[config.mk]
export PLATFORM = sky130hd
export DESIGN_NAME = sit_timer
export DESIGN_NICKNAME = d
export VERILOG_FILES = /design/src/sit_pkg.sv /design/src/sit_presc_if.sv /design/src/sit_sync.sv /design/src/sit_prescaler.sv /design/src/sit_timer.sv
export SDC_FILE = /design/constraint.sdc
export NUM_CORES = 1
export LEC_CHECK = 0
export BUFFER_PORTS_ARGS = -buffer_cell sky130_fd_sc_hd__buf_2
export CORE_ASPECT_RATIO = 1.75
export CORE_UTILIZATION = 52
export DETAILED_ROUTE_END_ITERATION = 10
export PLACE_DENSITY = 0.78
export SLEW_MARGIN = 10
export SYNTH_ARGS = -nofsm -noshare
export SYNTH_HDL_FRONTEND = slang
export SYNTH_SLANG_ARGS = --single-unit
[constraint.sdc]
create_clock -name clk -period 6.4 [get_ports clk]
set_input_delay 0 -clock clk [delete_from_list [all_inputs] [get_ports clk]]
set_output_delay 0 -clock clk [all_outputs]
set_load 0.01 [all_outputs]
[src/sit_pkg.sv]
// sit_pkg: register map, field positions, reset values and prescale limits
// assumes: shared by the timer top, its prescaler and its bench
package sit_pkg;

   ////////////////////////////////////////////////////////////////////////////
   // register indices on the plain register port
   localparam logic [2:0] SIT_ADDR_CTRL = 3'h0;
   localparam logic [2:0] SIT_ADDR_COUNT = 3'h1;
   localparam logic [2:0] SIT_ADDR_PERIOD = 3'h2;
   localparam logic [2:0] SIT_ADDR_STATUS = 3'h3;
   localparam logic [2:0] SIT_ADDR_IRQ_EN = 3'h4;
   localparam logic [2:0] SIT_ADDR_PRIO = 3'h5;

   ////////////////////////////////////////////////////////////////////////////
   // timer_control_word field positions
   localparam int SIT_BIT_ON = 15;
   localparam int SIT_BIT_GATE = 6;
   localparam int SIT_BIT_PS_HI = 5;
   localparam int SIT_BIT_PS_LO = 4;
   localparam int SIT_BIT_SYNC = 2;
   localparam int SIT_BIT_SRC = 1;

   // status and irq enable bit positions
   localparam int SIT_EV_MATCH = 0;
   localparam int SIT_EV_GATE = 1;

   ////////////////////////////////////////////////////////////////////////////
   // reset values
   localparam logic [15:0] SIT_RST_CTRL = 16'h0000;
   localparam logic [15:0] SIT_RST_COUNT = 16'h0000;
   localparam logic [15:0] SIT_RST_PERIOD = 16'hFFFF;
   localparam logic [1:0] SIT_RST_EVENTS = 2'h0;
   localparam logic [2:0] SIT_RST_PRIO = 3'h0;

   ////////////////////////////////////////////////////////////////////////////
   // prescaler terminal counts per prescale_select code
   localparam logic [7:0] SIT_PS_LIMIT_0 = 8'h00;
   localparam logic [7:0] SIT_PS_LIMIT_1 = 8'h07;
   localparam logic [7:0] SIT_PS_LIMIT_2 = 8'h3F;
   localparam logic [7:0] SIT_PS_LIMIT_3 = 8'hFF;

endpackage

[src/sit_presc_if.sv]
// sit_presc_if: link between the timer top and its prescaler
// assumes: both ends run on the same clock
`timescale 1ns/1ps
interface sit_presc_if;
   logic tick_in;
   logic clear;
   logic [1:0] sel;
   logic tick_out;
   // timer side drives the input ticks and ratio
   modport ctrl (output tick_in, output clear, output sel, input tick_out);
   // divider side returns the prescaled tick
   modport div (input tick_in, input clear, input sel, output tick_out);
endinterface

[src/sit_sync.sv]
// sit_sync: three-stage pin synchroniser with agreement filter and edges
// assumes: pin is asynchronous to clk; edges are one-cycle pulses
`timescale 1ns/1ps
module sit_sync (
   // clock and reset
   input wire logic clk,
   input wire logic rstn,
   // raw pin
   input wire logic pin_in,
   // filtered level and edges
   output logic level,
   output logic rise,
   output logic fall
);
   logic s1;
   logic s2;
   logic s3;
   wire agree = (s2 == s3);

   // shift chain, level moves only when stages two and three agree
   always_ff @(posedge clk or negedge rstn) begin
      if (!rstn) begin
         s1 <= 1'b0;
         s2 <= 1'b0;
         s3 <= 1'b0;
         level <= 1'b0;
         rise <= 1'b0;
         fall <= 1'b0;
      end else begin
         s1 <= pin_in;
         s2 <= s1;
         s3 <= s2;
         level <= agree ? s3 : level;
         rise <= agree && s3 && !level;
         fall <= agree && !s3 && level;
      end
   end
endmodule

[src/sit_prescaler.sv]
// sit_prescaler: divides the input tick by 1, 8, 64 or 256
// assumes: clear restarts the division phase
`timescale 1ns/1ps
module sit_prescaler (
   // clock and reset
   input wire logic clk,
   input wire logic rstn,
   // tick link
   sit_presc_if.div link
);
   import sit_pkg::*;

   logic [7:0] cnt;
   logic [7:0] limit;
   // a phase left above a smaller new limit ticks at once instead of wrapping round
   wire at_limit = (cnt >= limit);

   // terminal count for the selected ratio
   always_comb begin
      case (link.sel)
         2'h0: limit = SIT_PS_LIMIT_0;
         2'h1: limit = SIT_PS_LIMIT_1;
         2'h2: limit = SIT_PS_LIMIT_2;
         default: limit = SIT_PS_LIMIT_3;
      endcase
   end

   assign link.tick_out = link.tick_in && at_limit && !link.clear;

   // phase counter
   always_ff @(posedge clk or negedge rstn) begin
      if (!rstn) begin
         cnt <= 8'h00;
      end else if (link.clear || (link.tick_in && at_limit)) begin
         cnt <= 8'h00;
      end else if (link.tick_in) begin
         cnt <= cnt + 8'h01;
      end
   end
endmodule

[src/sit_timer.sv]
// sit_timer: 16-bit interval timer / counter with period match and gating
// assumes: one 100 MHz clock; pins are asynchronous; registers via plain port
// How it works
// - a 16-bit up-counter serves as interval timer, counter or clock base
// - modes: internal timer, synced external counter, async external counter
// - interrupt on period match, and on gate falling edge when gating
// - counting does not depend on any cpu idle or sleep state
// - timer_on_bit set enables counting, cleared keeps the count halted
// - prescale_select picks the input clock divide ratio
// - clock_source_select picks clock; gate_accumulate_enable enables gated counting of the internal clock
// - external_sync_select chooses synchronised or asynchronous external counting
// - irq only when timer_irq_enable set; priority from timer_irq_priority
`timescale 1ns/1ps
module sit_timer (
   // clock and reset
   input wire logic clk,
   input wire logic rstn,
   // register port
   input wire logic [2:0] bus_addr,
   input wire logic [15:0] bus_wdata,
   input wire logic bus_wr,
   input wire logic bus_rd,
   output logic [15:0] bus_rdata,
   // external pins
   input wire logic ext_clk_pin,
   input wire logic gate_pin,
   // interrupt
   output logic irq,
   output logic [2:0] irq_priority
);
   import sit_pkg::*;

   ////////////////////////////////////////////////////////////////////////////
   // state
   logic [15:0] ctrl;
   logic [15:0] count;
   logic [15:0] period;
   logic [1:0] status;
   logic [1:0] irq_en;
   logic [2:0] prio;
   // synchronised pin levels and their one-cycle edge pulses
   logic ext_rise_d;
   logic gate_lvl;
   logic gate_fall;
   logic ext_lvl;
   logic ext_rise;

   // ratio, clear and ticks travel together to the divider
   sit_presc_if presc ();

   ////////////////////////////////////////////////////////////////////////////
   // pin synchronisers
   sit_sync u_ext_sync (
      .clk(clk),
      .rstn(rstn),
      .pin_in(ext_clk_pin),
      .level(ext_lvl),
      .rise(ext_rise),
      .fall()
   );

   sit_sync u_gate_sync (
      .clk(clk),
      .rstn(rstn),
      .pin_in(gate_pin),
      .level(gate_lvl),
      .rise(),
      .fall(gate_fall)
   );

   // divider between the selected tick source and the counter
   sit_prescaler u_presc (
      .clk(clk),
      .rstn(rstn),
      .link(presc)
   );

   ////////////////////////////////////////////////////////////////////////////
   // control field decode
   wire timer_on_bit = ctrl[SIT_BIT_ON];
   wire gate_accumulate_enable = ctrl[SIT_BIT_GATE];
   wire [1:0] prescale_select = ctrl[SIT_BIT_PS_HI:SIT_BIT_PS_LO];
   wire external_sync_select = ctrl[SIT_BIT_SYNC];
   wire clock_source_select = ctrl[SIT_BIT_SRC];
   wire gated_internal = gate_accumulate_enable && !clock_source_select;

   // register write decode
   wire wr_ctrl = bus_wr && (bus_addr == SIT_ADDR_CTRL);
   wire wr_count = bus_wr && (bus_addr == SIT_ADDR_COUNT);
   wire wr_period = bus_wr && (bus_addr == SIT_ADDR_PERIOD);
   wire wr_status = bus_wr && (bus_addr == SIT_ADDR_STATUS);
   wire wr_irq_en = bus_wr && (bus_addr == SIT_ADDR_IRQ_EN);
   wire wr_prio = bus_wr && (bus_addr == SIT_ADDR_PRIO);

   ////////////////////////////////////////////////////////////////////////////
   // mode tick select
   // sync or async edge
   // the synced path re-aligns the edge one more stage to the system clock;
   // the async path takes the filtered edge as soon as it is seen
   wire ext_tick = external_sync_select ? ext_rise_d : ext_rise;
   wire int_tick = gated_internal ? gate_lvl : 1'b1;
   wire raw_tick = clock_source_select ? ext_tick : int_tick;

   // clearing the divider while off makes a restart wait a full ratio
   // halted when off
   assign presc.tick_in = timer_on_bit && raw_tick;
   assign presc.clear = !timer_on_bit;
   assign presc.sel = prescale_select;
   wire tick = presc.tick_out;

   // the compare is live every cycle; only a prescaled tick acts on it
   // period compare
   wire match = (count == period);
   wire ev_match = tick && match;
   wire ev_gate = timer_on_bit && gated_internal && gate_fall;
   wire [1:0] events = {ev_gate, ev_match};

   // no power state input
   // a software write to the count wins over a tick in the same cycle
   wire [15:0] next_count = wr_count ? bus_wdata :
                            ev_match ? 16'h0000 :
                            tick ? count + 16'h0001 : count;

   // an event in the cycle of a write-one clear keeps its flag set
   // sticky set wins
   wire [1:0] next_status = (status & ~(wr_status ? bus_wdata[1:0] : 2'h0)) | events;

   ////////////////////////////////////////////////////////////////////////////
   // read mux, unmapped addresses read zero
   // narrow registers read zero in their upper bits
   wire [15:0] rd_mux = (bus_addr == SIT_ADDR_CTRL) ? ctrl :
                        (bus_addr == SIT_ADDR_COUNT) ? count :
                        (bus_addr == SIT_ADDR_PERIOD) ? period :
                        (bus_addr == SIT_ADDR_STATUS) ? {14'h0000, status} :
                        (bus_addr == SIT_ADDR_IRQ_EN) ? {14'h0000, irq_en} :
                        (bus_addr == SIT_ADDR_PRIO) ? {13'h0000, prio} : 16'h0000;

   ////////////////////////////////////////////////////////////////////////////
   // configuration registers
   // ctrl keeps all sixteen written bits, unused ones read back as written
   always_ff @(posedge clk or negedge rstn) begin
      if (!rstn) begin
         ctrl <= SIT_RST_CTRL;
         period <= SIT_RST_PERIOD;
         irq_en <= SIT_RST_EVENTS;
         prio <= SIT_RST_PRIO;
      end else begin
         if (wr_ctrl) begin
            ctrl <= bus_wdata;
         end
         if (wr_period) begin
            period <= bus_wdata;
         end
         if (wr_irq_en) begin
            irq_en <= bus_wdata[1:0];
         end
         if (wr_prio) begin
            prio <= bus_wdata[2:0];
         end
      end
   end

   // counter, status and edge alignment stage
   always_ff @(posedge clk or negedge rstn) begin
      if (!rstn) begin
         count <= SIT_RST_COUNT;
         status <= SIT_RST_EVENTS;
         ext_rise_d <= 1'b0;
      end else begin
         count <= next_count;
         status <= next_status;
         ext_rise_d <= ext_rise;
      end
   end

   // read data one cycle after the read strobe, zero otherwise
   always_ff @(posedge clk or negedge rstn) begin
      if (!rstn) begin
         bus_rdata <= 16'h0000;
      end else begin
         bus_rdata <= bus_rd ? rd_mux : 16'h0000;
      end
   end

   // a plain level, so a masked flag can still be polled
   // enabled irq
   assign irq = |(status & irq_en);
   assign irq_priority = prio;
endmodule

Yosys cells after proc, flatten, opt, wreduce, memory -nomap -nowiden
Index checks and enable logic that the tools add are counted.
W data, S select, Z words.

cells by class
  add/sub/neg operators = 2
  order comparisons = 1
  eq/ne operators = 10
  multiplexer cells = 17
  bitwise operators = 4
  reductions and logical operators = 27

operator list
  kind                     count
  $mux W16                 7
  $pmux W8 S3              1
  $logic_and A1 B1 Y1      17
  $add A16 B1 Y16 const B  1
  $eq A16 B16 Y1           1
  $mux W8                  2
  $mux W3                  3
  $add A8 B1 Y8 const B    1
  $ge A8 B8 Y1             1
  $eq A3 B2 Y1 const B     2
  $eq A3 B3 Y1 const B     2
  $and A2 B2 Y2            2
  $logic_not A1 Y1         4
  $eq A3 B1 Y1 const B     1
  $logic_not A3 Y1         1
  $mux W1                  3
  $reduce_bool A3 Y1       1
  $eq A1 B1 Y1             2
  $eq A2 B1 Y1 const B     1
  $eq A2 B2 Y1 const B     1
  $logic_not A2 Y1         1
  $mux W2                  1
  $not A2 Y2               1
  $or A2 B2 Y2             1
  3 further kinds          3

storage, ports and cells
  bits in registers = 90
  input port bits = 25
  output and inout bits = 20
  word-level logic and storage cells = 80

Logic depth before layout (Yosys ltp)
Gate-level depths: netlist of run 1.

  word-level depth = 10
  depth in mapped cells = 9
  gate-level depth less buffers = 8

Cells and area by module
Synthesis of run 1 repeated with hierarchy kept, for this count alone.

unflattened totals
  cell total of the unflattened synthesis = 462
  area, all modules = 4708.3 um^2

by module, submodules not included
  module         times used  cells each  area each (um^2)  sequential area each (um^2)
  sit_timer      1           373         3667.3            1821.7
  sit_prescaler  1           63          620.6             200.2
  sit_sync       2           13          210.2             150.1

Worst setup path after synthesis of run 1
Ideal clock, no wire load.

  path kind = flip-flop to flip-flop
  start = register ctrl[5]
  end = register status[0]
  setup time = 121 ps
  arrival = 1989 ps
  data required time = 6279 ps
  slack = 4290 ps
  cell stages (with the launch flop) = 10
  path buffers = 1
  clock period less this slack = 2110 ps
  cell sequence = dfrtp_1 -> inv_1 -> ha_1 -> and4_1 -> a221oi_1 -> o211a_4 -> nand2b_4 -> buf_4 -> inv_2 -> a22o_1

on the way
  longest elaborated chain between the ends = 7
  elaborated cells on any way between the ends = 9
  those cells by class = order compare: 1; eq/ne: 2; mux: 1; bitwise: 1; reduce/logical: 4

ends and longest elaborated chain
  item                                        line                 text
  start, declared                             sit_timer.sv:35      logic [15:0] ctrl;
  start signal, assigned                      sit_timer.sv:149     ctrl <= bus_wdata;
  $eq A2 B2 Y1, or another cell as far along  sit_prescaler.sv:20  case (link.sel)
  $pmux W8 S3 *                               sit_prescaler.sv:20
  $ge A8 B8 Y1 *                              sit_prescaler.sv:16  wire at_limit = (cnt >= limit);
  $logic_and A1 B1 Y1 * (2 in a row)          sit_prescaler.sv:28  assign link.tick_out = link.tick_in && at_limit && !link.clear;
  $logic_and A1 B1 Y1 *                       sit_timer.sv:114     wire ev_match = tick && match;
  $or A2 B2 Y2 *                              sit_timer.sv:126     wire [1:0] next_status = (status & ~(wr_status ? bus_wdata[1:0] : 2'h0)) | events;
  net next_status[0]                          sit_timer.sv:126
  end signal, assigned                        sit_timer.sv:171     status <= next_status;
  end, declared                               sit_timer.sv:38      logic [1:0] status;

Mark *: on every way through the listed nets, which the timed path passes. The rest lies on a longest branch.
A chain may end at the register's enable or synchronous reset.

Worst setup path in the final report of run 1
  start = register ctrl[5]
  end = register count[5]

on the way
  longest elaborated chain between the ends = 8
  elaborated cells on any way between the ends = 11
  those cells by class = order compare: 1; eq/ne: 2; mux: 3; reduce/logical: 5

ends and longest elaborated chain
  item                                        line                 text
  $eq A2 B2 Y1, or another cell as far along  sit_prescaler.sv:20
  $pmux W8 S3 *                               sit_prescaler.sv:20
  $ge A8 B8 Y1 *                              sit_prescaler.sv:16
  $logic_and A1 B1 Y1 * (2 in a row)          sit_prescaler.sv:28
  $logic_and A1 B1 Y1                         sit_timer.sv:114
  $mux W16                                    sit_timer.sv:121     ev_match ? 16'h0000 :
  $mux W16                                    sit_timer.sv:120     wire [15:0] next_count = wr_count ? bus_wdata :
  end signal, assigned                        sit_timer.sv:170     count <= next_count;
  end, declared                               sit_timer.sv:36      logic [15:0] count;

Every way passes the cells marked *; elsewhere a longest branch is shown, timed or not.

==> results.yml, run 1 <==
sta:
  slew_headroom_pct: 36.84
  skew_ns: 0.005471
  hold_viol: 0
  timing.final.max_slew_violations: 0
  rsz0062_at_grt: "no"
  setup_viol: 0
  post-route-period-util_pct: 39.17
  max_freq_mhz: 398.9
  tns_ns: 0
  fin_crit_ns: 2.507
  tightest_slew_ns: 0.9403
global_routing:
  grt_max_degree: 69
  grtUsageMet1_pct: 28.85
  antenna_found_initial: 0
  busiest_layer: "met2"
  met2_usage_pct: 44.26
  grt_pass1_wl_mm: 17.88
  grt-ovfl-total: 0
  grt.total_usage_pct: 25.66
  grt_pass1_vias: 3697
  met3_usage_pct: 4.320
critical_path:
  crit_required_ns: 6.65
  crit_type: "reg2reg"
  reg2reg_slack_ns: 3.89
  crit_arrival_ns: 2.76
  endpoint_kind: "flop"
  critPathMaxFanout: 15
  startpoint_type: "flop"
cells_and_area:
  diodes: 0
  finalNetCount: 530
  drive_gt1_share_pct: 24.40
  area_growth_pct: 17.06
  stdcell_count: 617
cts:
  numCtsBuffers: 9
  clk_latency_ns: 0.34
  tritoncts: "yes"
  postCtsHoldBufs: 20
  cts.path.max_buffers: 2
  cts.clk_slew.worst_paths_ns: 0.06
  cts-root-buf: "clkbuf_16"
  cts_resized: 0
  cts.htree.levels: 3
  cts_sinks: 90
  postCtsSetupBuffers: 0
synth:
  synthArstFlopShare_pct: 100.0
  syn-cell-area_um2: 4583
  ys.flop_type: "dfrtp_1"
  synth_area_leaders: "dfrtp_1 (40%), dfstp_2 (9.2%), mux2_2 (6.1%)"
  ys_seq_area_share_pct: 49.58
  ys.warnings.count: 0
  yosysMostFrequentCell: "dfrtp_1"
  syn_inst: 437
  synth_cell_types: 61
  syn_area_per_cell_um2: 10.49
  synth_nets: 472
  synth_edf_count: 0
  synth.largest_area_cell: "dfrtp_1"
  yosys-top-cells-count: "dfrtp_1 (74), nor2_1 (62), mux2_2 (25)"
  yosysTopAreaCellShare_pct: 40.40
  synth_seq_cells: 90
power:
  vdd_drop_max_mv: 0.1726
  combPwrFrac_pct: 20.9
  pwr-share-seq_pct: 45.8
  powerDensity_nw_per_um2: 316.0
  pwr-share-clk_pct: 33.3
  switching_share_pct: 29.12
  power.net_switching_uw: 493.7
  p_int_uw: 1202
  power.leakage_uw: 0.002382
detailed_routing:
  first_iter_violations: 300
  wirelength_mm: 10.53
  drc: 0
  num_vias: 3579
  drt_pass1_iterations: 4
  vias_per_cell: 5.801
  wl_per_cell_um: 17.06
  ant_nets: 0
die:
  coreArea_um2: 8615
  initial_core_util_pct: 53.20
  std_cell_rows: 45
  boundaryPins: 45
  die-area_um2: 9207
  die_w_um: 72.97
  die_h_um: 126.2
place:
  place_congestion: 0.8984
  portBuffers: 44
  dp_hpwl_mm: 7.202
  dp.cells: 581
min_path:
  hp-class: "in2reg"
status:
  status: "complete, no violations"
job:
  cap_violations: 0
[sequential cells by signal, indices dropped and copies added, names as in the netlist]
signal,cells
bus_rdata,16
count,16
ctrl,16
ext_rise_d,1
irq_en,2
irq_priority,3
period,16
status,2
u_ext_sync.level,1
u_ext_sync.rise,1
u_ext_sync.s1,1
u_ext_sync.s2,1
u_ext_sync.s3,1
u_gate_sync.fall,1
u_gate_sync.level,1
u_gate_sync.s1,1
u_gate_sync.s2,1
u_gate_sync.s3,1
u_presc.cnt,8
[per-stage QoR]
| stage | setup WS, ns | hold slack (ns) | instance area (µm²) | util (%) | power, µW |
|---|---|---|---|---|---|
| floorplan | 4.290 | -0.2956 | 4583 | - | 1016 |
| global placement | 4.038 | -0.09301 | 4845 | 56.24 | 1114 |
| detailed placement | 3.921 | -0.09175 | 4845 | 56.24 | 1129 |
| CTS | 3.900 | 0.02730 | 5365 | 62.28 | 1700 |
| global route | 3.768 | 0.08577 | 5365 | 62.28 | 1781 |
| finish | 3.893 | 0.03988 | 5365 | 62.28 | 1695 |
[cells in the final DEF, fill, tap and decap left out, types with 3 or more instances in the layout]
cell type and instances:
nor3_1 6, mux2_2 25, and3_1 5, a31oi_1 17, ha_1 10, or3_1 3
nor2b_1 4, dfrtp_1 74, dfstp_2 16, a21oi_1 13, nand4_1 7, and4_1 3
nand4_2 3, dlygate4sd3_1 20, o21ai_0 23, nand3_1 15, o21ai_1 11, a2bb2oi_1 3
xnor2_1 16, nand2_1 20, buf_4 4, mux2_1 11, nor2_1 62, o22ai_1 11
clkbuf_16 9, buf_2 43, inv_1 19
[kinds of logic after synthesis]
family | after synthesis | share of synthesized area [%]
compound gates | 90 | 11.96
xor+xnor | 20 | 4.150
fa+ha+maj | 10 | 2.730
buf+inv | 40 | 4.477
flops | 90 | 49.58
mux | 39 | 9.773
simple gates | 148 | 17.34
[path summary, 6_finish.rpt]
kind / from / end / cells past startpoint
min in group asynchronous: rstn / bus_rdata[5] / 2
max: ctrl[5] / count[5] / 8
min reg2reg: u_ext_sync.s1 / u_ext_sync.s2 / 0
max in group asynchronous: rstn / bus_rdata[13] / 3
max reg2reg: ctrl[5] / count[5] / 8
min: bus_addr[2] / bus_rdata[1] / 3
[critical path: stages (launching register included)]
cell and delay [ns]:
dfrtp_1 0.41, inv_1 0.11, ha_1 0.31, and4_1 0.22
o211ai_1 0.12, o211a_4 0.30, nor3_4 0.55, nand3_1 0.15
a31oi_1 0.22
[area by class of cell]
type	instances	area [µm²]
multi-input combinational	307	2106
clock inverter	5	77.57
fill	737	3249
inverter	20	75.07
sequential	90	2272
timing repair buffer	67	445.4
tap	117	146.4
clock buffer	11	242.7
[metal layers]
metal  share of wire (%)  vias up
li1                    -     1671
met1                  37     1789
met2                  56       88
met3                 2.7       31
met4                 3.8        0
met5                   0        -
[power groups by stage]
| stage | registers, µW | clock network (µW) | logic, µW |
|---|---|---|---|
| 6_report | 776 | 564 | 355 |
| 5_1_grt | 791 | 595 | 394 |
| 4_1_cts | 775 | 568 | 357 |
| 3_5_place_dp | 784 | 0 | 345 |
| 3_3_place_gp | 777 | 0 | 337 |
| 2_1_floorplan | 759 | 0 | 257 |
Note: power is estimated with default switching activity, not from simulation.
==> run 2, diff against run 1 <==
--- a/config.mk
+++ b/config.mk
@@ -5,11 +5,12 @@
 export SDC_FILE = /design/constraint.sdc
 export NUM_CORES = 1
 export LEC_CHECK = 0
+export ABC_AREA = 1
 export BUFFER_PORTS_ARGS = -buffer_cell sky130_fd_sc_hd__buf_2
 export CORE_ASPECT_RATIO = 1.75
 export CORE_UTILIZATION = 52
 export DETAILED_ROUTE_END_ITERATION = 10
-export PLACE_DENSITY = 0.78
+export PLACE_DENSITY = 0.8
 export SLEW_MARGIN = 10
 export SYNTH_ARGS = -nofsm -noshare
 export SYNTH_HDL_FRONTEND = slang
==> constraint.sdc (replaced) <==
create_clock -name clk -period 2.1 [get_ports clk]
set_input_delay 0 -clock clk [delete_from_list [all_inputs] [get_ports clk]]
set_output_delay 0 -clock clk [all_outputs]
set_load 0.01 [all_outputs]
==> results.yml, run 2 <==
status:
  status: "complete, no violations"
detailed_routing:
  ant_nets: 0
  drc: 0
  wl_per_cell_um: 15.91
  vias_per_cell: 5.468
  wirelength_mm: 11.73
  first_iter_violations: 290
  num_vias: 4030
  drt_pass1_iterations: 5
die:
  die_h_um: 127.2
  boundaryPins: 45
  die-area_um2: 9358
  initial_core_util_pct: 53.74
  coreArea_um2: 8671
  die_w_um: 73.56
  std_cell_rows: 45
global_routing:
  grt_pass1_vias: 4089
  busiest_layer: "met2"
  grt-ovfl-total: 0
  grt_pass1_wl_mm: 18.99
  antenna_found_initial: 0
  grt.total_usage_pct: 27.24
  met3_usage_pct: 5.521
  grtUsageMet1_pct: 28.25
  grt_max_degree: 40
  met2_usage_pct: 47.65
job:
  cap_violations: 0
critical_path:
  r2r_cells: 15
  worstSetupEndpoint: "count[14]"
  r2r-end: "count[14]"
  crit_arrival_ns: 2.18
  critPathMaxFanout: 9
  critPathLaunch: "ctrl[5]"
  r2r-start: "ctrl[5]"
  startpoint_type: "flop"
  reg2reg_slack_ns: 0.16
  crit_type: "reg2reg"
  crit_required_ns: 2.34
  endpoint_kind: "flop"
synth:
  synthArstFlopShare_pct: 100.0
  synth.largest_area_cell: "dfrtp_1"
  syn_area_per_cell_um2: 8.487
  syn-cell-area_um2: 4659
  ys.flop_type: "dfrtp_1"
  synth_seq_cells: 90
  ys_seq_area_share_pct: 48.76
  syn_inst: 549
  yosysTopAreaCellShare_pct: 39.74
  ys.warnings.count: 0
  synth_area_leaders: "dfrtp_1 (40%), nand2_1 (10%), dfstp_2 (9.0%)"
  synth_cell_types: 37
  yosysMostFrequentCell: "nand2_1"
  yosys-top-cells-count: "nand2_1 (129), dfrtp_1 (74), inv_1 (55)"
  synth_edf_count: 0
  synth_nets: 584
cells_and_area:
  final_common_cell: "nand2_1"
  diodes: 0
  mostFrequentLayoutCells: "nand2_1 (129), dfrtp_1 (74), inv_1 (55), nand3_1 (50)"
  drive_gt1_share_pct: 18.06
  stdcell_count: 737
  finalNetCount: 650
  area_growth_pct: 17.91
power:
  power.leakage_uw: 0.002658
  p_total_uw: 5135
  powerDensity_nw_per_um2: 934.6
  vdd_drop_max_mv: 0.5600
cts:
  cts_sinks: 90
  cts.clk_slew.worst_paths_ns: 0.06
  numCtsBuffers: 9
  cts.path.max_buffers: 2
  cts.htree.levels: 3
  cts-root-buf: "clkbuf_16"
  clk_latency_ns: 0.35
  tritoncts: "yes"
min_path:
  hp-class: "in2reg"
sta:
  slew_headroom_pct: 60.95
  timing.final.max_slew_violations: 0
  rsz0062_at_grt: "no"
  setup_viol: 0
  tns_ns: 0
  max_freq_mhz: 516.4
  fin_crit_ns: 1.936
  hold_viol: 0
  post-route-period-util_pct: 92.21
  skew_ns: 0.005934
  tightest_slew_ns: 0.5857
place:
  dp_hpwl_mm: 8.504
  portBuffers: 44
  place_congestion: 0.8973
  dp.cells: 697
run 2: power breakdown:
part	leakage, µW	switching (µW)	internal, µW
registers	0.00112	380	2080
clock network	0.000122	686	809
logic	0.00141	654	526
total	0.00266	1720	3410
run 2: how the worst min path moves through the flow:
stage	start	to	slack, ns	cells past startpoint
finish	bus_addr[0]	bus_rdata[2]	0.09	5
CTS	bus_addr[2]	irq_en[1]	0.1	3
global route	bus_wr	ctrl[1]	0.12	3
floorplan	rstn	bus_rdata[0]	-0.30	0
detailed placement	rstn	irq_priority[1]	-0.06	1
global placement	rstn	irq_priority[1]	-0.07	1
run 2: repair_timing:
item                                    4_1_cts  5_1_grt
hold buffers                                 20        0
buffers inserted                              0        4
endpoints found under the hold margin       102        0
endpoints found under the setup margin        0       21
resized for setup                             0        1
run 2: cell families after synthesis:
family                     Yosys count  synth area share [%]
adders and majority gates           10                 2.685
buffers and inverters               83                 7.653
xor gates and xnor gates            25                 4.699
muxes                                1                0.2417
DFF                                 90                 48.76
and+or+nand+nor                    261                 26.21
AOI/OAI and AO/OA                   79                 9.748
run 2: per-layer routing:
| metal | part of all wire, % | wire [µm] | vias up |
|---|---|---|---|
| met3 | 3.9 | 458 | 53 |
| met2 | 54 | 6343 | 131 |
| met4 | 6.4 | 755 | 0 |
| met1 | 36 | 4173 | 1928 |
| li1 | - | - | 1918 |
| met5 | 0 | 0 | - |
run 2: metrics by stage:
stage | hold slack [ns] | instance area (µm²) | setup WS, ns | util, %
floorplan | -0.2956 | 4659 | 0.4201 | -
global placement | -0.06515 | 4986 | 0.1669 | 57.50
detailed placement | -0.05712 | 4986 | 0.07672 | 57.50
CTS | 0.09548 | 5459 | 0.003070 | 62.96
global route | 0.1181 | 5494 | 0.01031 | 63.36
finish | 0.09247 | 5494 | 0.1636 | 63.36
run 2: worst max-delay path, stage by stage (launching register included):
cell	delay, ns
dfrtp_1	0.43
nor2_2	0.15
ha_1	0.26
inv_1	0.07
nand2_1	0.05
nand2_1	0.05
nand2_1	0.05
nand3_1	0.07
nand2_1	0.05
nand2_1	0.05
nand2_1	0.09
nand2_4	0.14
buf_4	0.16
nand2_1	0.06
nand3_1	0.09
nand2_1	0.06
run 2: layout make-up:
cell class                      instances  area, µm²
Fill cell                             750       3177
Sequential cell                        90       2272
Multi-Input combinational cell        376       2036
Timing Repair Buffer                   77      533.0
Inverter                               61      234.0
Clock buffer                           11      232.7
Tap cell                              117      146.4
Clock inverter                          5      40.04
==> run 3, diff against run 2 <==
--- a/config.mk
+++ b/config.mk
@@ -10,7 +10,7 @@
 export CORE_ASPECT_RATIO = 1.75
 export CORE_UTILIZATION = 52
 export DETAILED_ROUTE_END_ITERATION = 10
-export PLACE_DENSITY = 0.8
+export PLACE_DENSITY = 0.77
 export SLEW_MARGIN = 10
 export SYNTH_ARGS = -nofsm -noshare
 export SYNTH_HDL_FRONTEND = slang
==> constraint.sdc (replaced) <==
create_clock -name clk -period 1.98 [get_ports clk]
set_input_delay 0 -clock clk [delete_from_list [all_inputs] [get_ports clk]]
set_output_delay 0 -clock clk [all_outputs]
set_load 0.01 [all_outputs]
==> results.yml, run 3 (synthesized netlist as in run 2, its figures left out) <==
cts:
  cts_sinks: 90
  cts.htree.levels: 3
  numCtsBuffers: 9
  clk_latency_ns: 0.34
  cts.path.max_buffers: 2
  cts.clk_slew.worst_paths_ns: 0.07
  tritoncts: "yes"
  cts-root-buf: "clkbuf_16"
power:
  p_int_uw: 3893
  switching_share_pct: 31.97
  pwr-share-seq_pct: 45.6
  power.net_switching_uw: 1830
  vdd_drop_max_mv: 0.5740
  power.leakage_uw: 0.002690
  pwr-share-clk_pct: 32.1
  p_total_uw: 5722
  combPwrFrac_pct: 22.3
  powerDensity_nw_per_um2: 1030
detailed_routing:
  drc: 0
  wirelength_mm: 11.95
  wl_per_cell_um: 16.23
  first_iter_violations: 337
  ant_nets: 0
  vias_per_cell: 5.557
  num_vias: 4090
  drt_pass1_iterations: 5
global_routing:
  grt-ovfl-total: 0
  grt_max_degree: 46
  grt_pass1_wl_mm: 18.77
  antenna_found_initial: 0
  grt.total_usage_pct: 27.11
  grt_pass1_vias: 4003
cells_and_area:
  final_area_um2: 5555
  area_growth_pct: 19.23
  final_common_cell: "nand2_1"
  finalNetCount: 649
  stdcell_count: 736
  diodes: 0
  fin_util_pct: 64.07
  drive_gt1_share_pct: 18.74
  mostFrequentLayoutCells: "nand2_1 (128), dfrtp_1 (73), inv_1 (55), nand3_1 (50)"
critical_path:
  critPathMaxFanout: 8
  r2r-end: "count[8]"
  r2r-start: "count[1]"
  startpoint_type: "flop"
  endpoint_kind: "flop"
  crit_arrival_ns: 2.12
  crit_required_ns: 2.26
  reg2reg_slack_ns: 0.14
  r2r_cells: 10
  crit_type: "reg2reg"
place:
  portBuffers: 44
  dp_hpwl_mm: 8.518
  place_congestion: 0.9513
  dp.cells: 698
  dpl_worst_slack_ns: 0.1220
  placed_cell_area_um2: 4994
die:
  boundaryPins: 45
  die_h_um: 127.2
  die_w_um: 73.56
  die-area_um2: 9358
  coreArea_um2: 8671
  initial_core_util_pct: 53.74
  std_cell_rows: 45
sta:
  slew_headroom_pct: 58.90
  skew_ns: 0.008587
  fin_crit_ns: 1.840
  timing.final.max_slew_violations: 0
  tightest_slew_ns: 0.6143
  max_freq_mhz: 543.4
  hold_viol: 0
  fin_ws_ns: 0.1399
  post-route-period-util_pct: 92.93
  setup_viol: 0
min_path:
  hp-class: "in2reg"
  hold_depth: 4
  holdPathEnd: "status[0]"
  worstHoldStart: "bus_wr"
status:
  status: "complete, no violations"
job:
  cap_violations: 0
[run 3: changes by cell type in the layout (fill, tap and decap cells not counted), sizes merged]
cell,change
bufinv,+2
clkinvlp,-2
buf,-1
inv,+1
clkbuf,-1
[run 3: cell type report]
class | instances | area (µm²)
Timing Repair Buffer | 76 | 529.3
Multi-Input combinational cell | 376 | 2053
Sequential cell | 90 | 2273
Inverter | 61 | 234.0
Fill cell | 765 | 3115
Clock inverter | 6 | 90.09
Clock buffer | 10 | 229.0
Tap cell | 117 | 146.4
[run 3: power by group through the flow]
| stage | combinational [µW] | sequential (µW) | clock (µW) |
|---|---|---|---|
| 2_1_floorplan | 976 | 2470 | 0 |
| 3_3_place_gp | 1180 | 2610 | 0 |
| 3_5_place_dp | 1220 | 2630 | 0 |
| 4_1_cts | 1270 | 2600 | 1850 |
| 5_1_grt | 1430 | 2650 | 1950 |
| 6_report | 1280 | 2610 | 1830 |
[run 3: metrics by stage]
stage	hold slack [ns]	TNS [ns]
5_1_grt	0.1130	-0.002710
3_5_place_dp	-0.03973	0
3_3_place_gp	-0.04492	0
2_1_floorplan	-0.2956	0
6_report	0.09109	0
4_1_cts	0.07556	0
[run 3: repair_timing]
item / 4_1_cts / 5_1_grt
resized for setup: 0 / 7
endpoints found under the hold margin: 108 / 0
endpoints found under the setup margin: 0 / 20
hold buffers: 20 / 0
setup buffers: 0 / 2
[run 3: how the worst max path moves through the flow]
stage,slack (ns),to,cells after the start,from
finish,0.14,count[8],10,count[1]
floorplan,0.30,count[10],15,ctrl[5]
detailed placement,0.12,count[14],15,ctrl[5]
global route,-0.002,count[1],10,ctrl[4]
CTS,0.09,count[14],11,ctrl[5]
global placement,0.18,count[14],15,ctrl[5]
[run 3: critical path, stage by stage (launching register included)]
cell	delay [ns]
dfrtp_1	0.47
ha_1	0.26
nand3_2	0.11
inv_2	0.08
nand3_2	0.08
nor2_2	0.29
nand2_1	0.14
nand2_1	0.09
nand2_1	0.05
nand3b_1	0.15
nand3_1	0.08
[run 3: metal layers]
| layer | vias up | global-route usage, % | part of all wire, % |
|---|---|---|---|
| met5 | - | 0 | 0 |
| met4 | 0 | 19.46 | 6.6 |
| met3 | 50 | 3.785 | 4.3 |
| met2 | 157 | 47.98 | 53 |
| met1 | 1955 | 28.32 | 36 |
| li1 | 1928 | - | - |
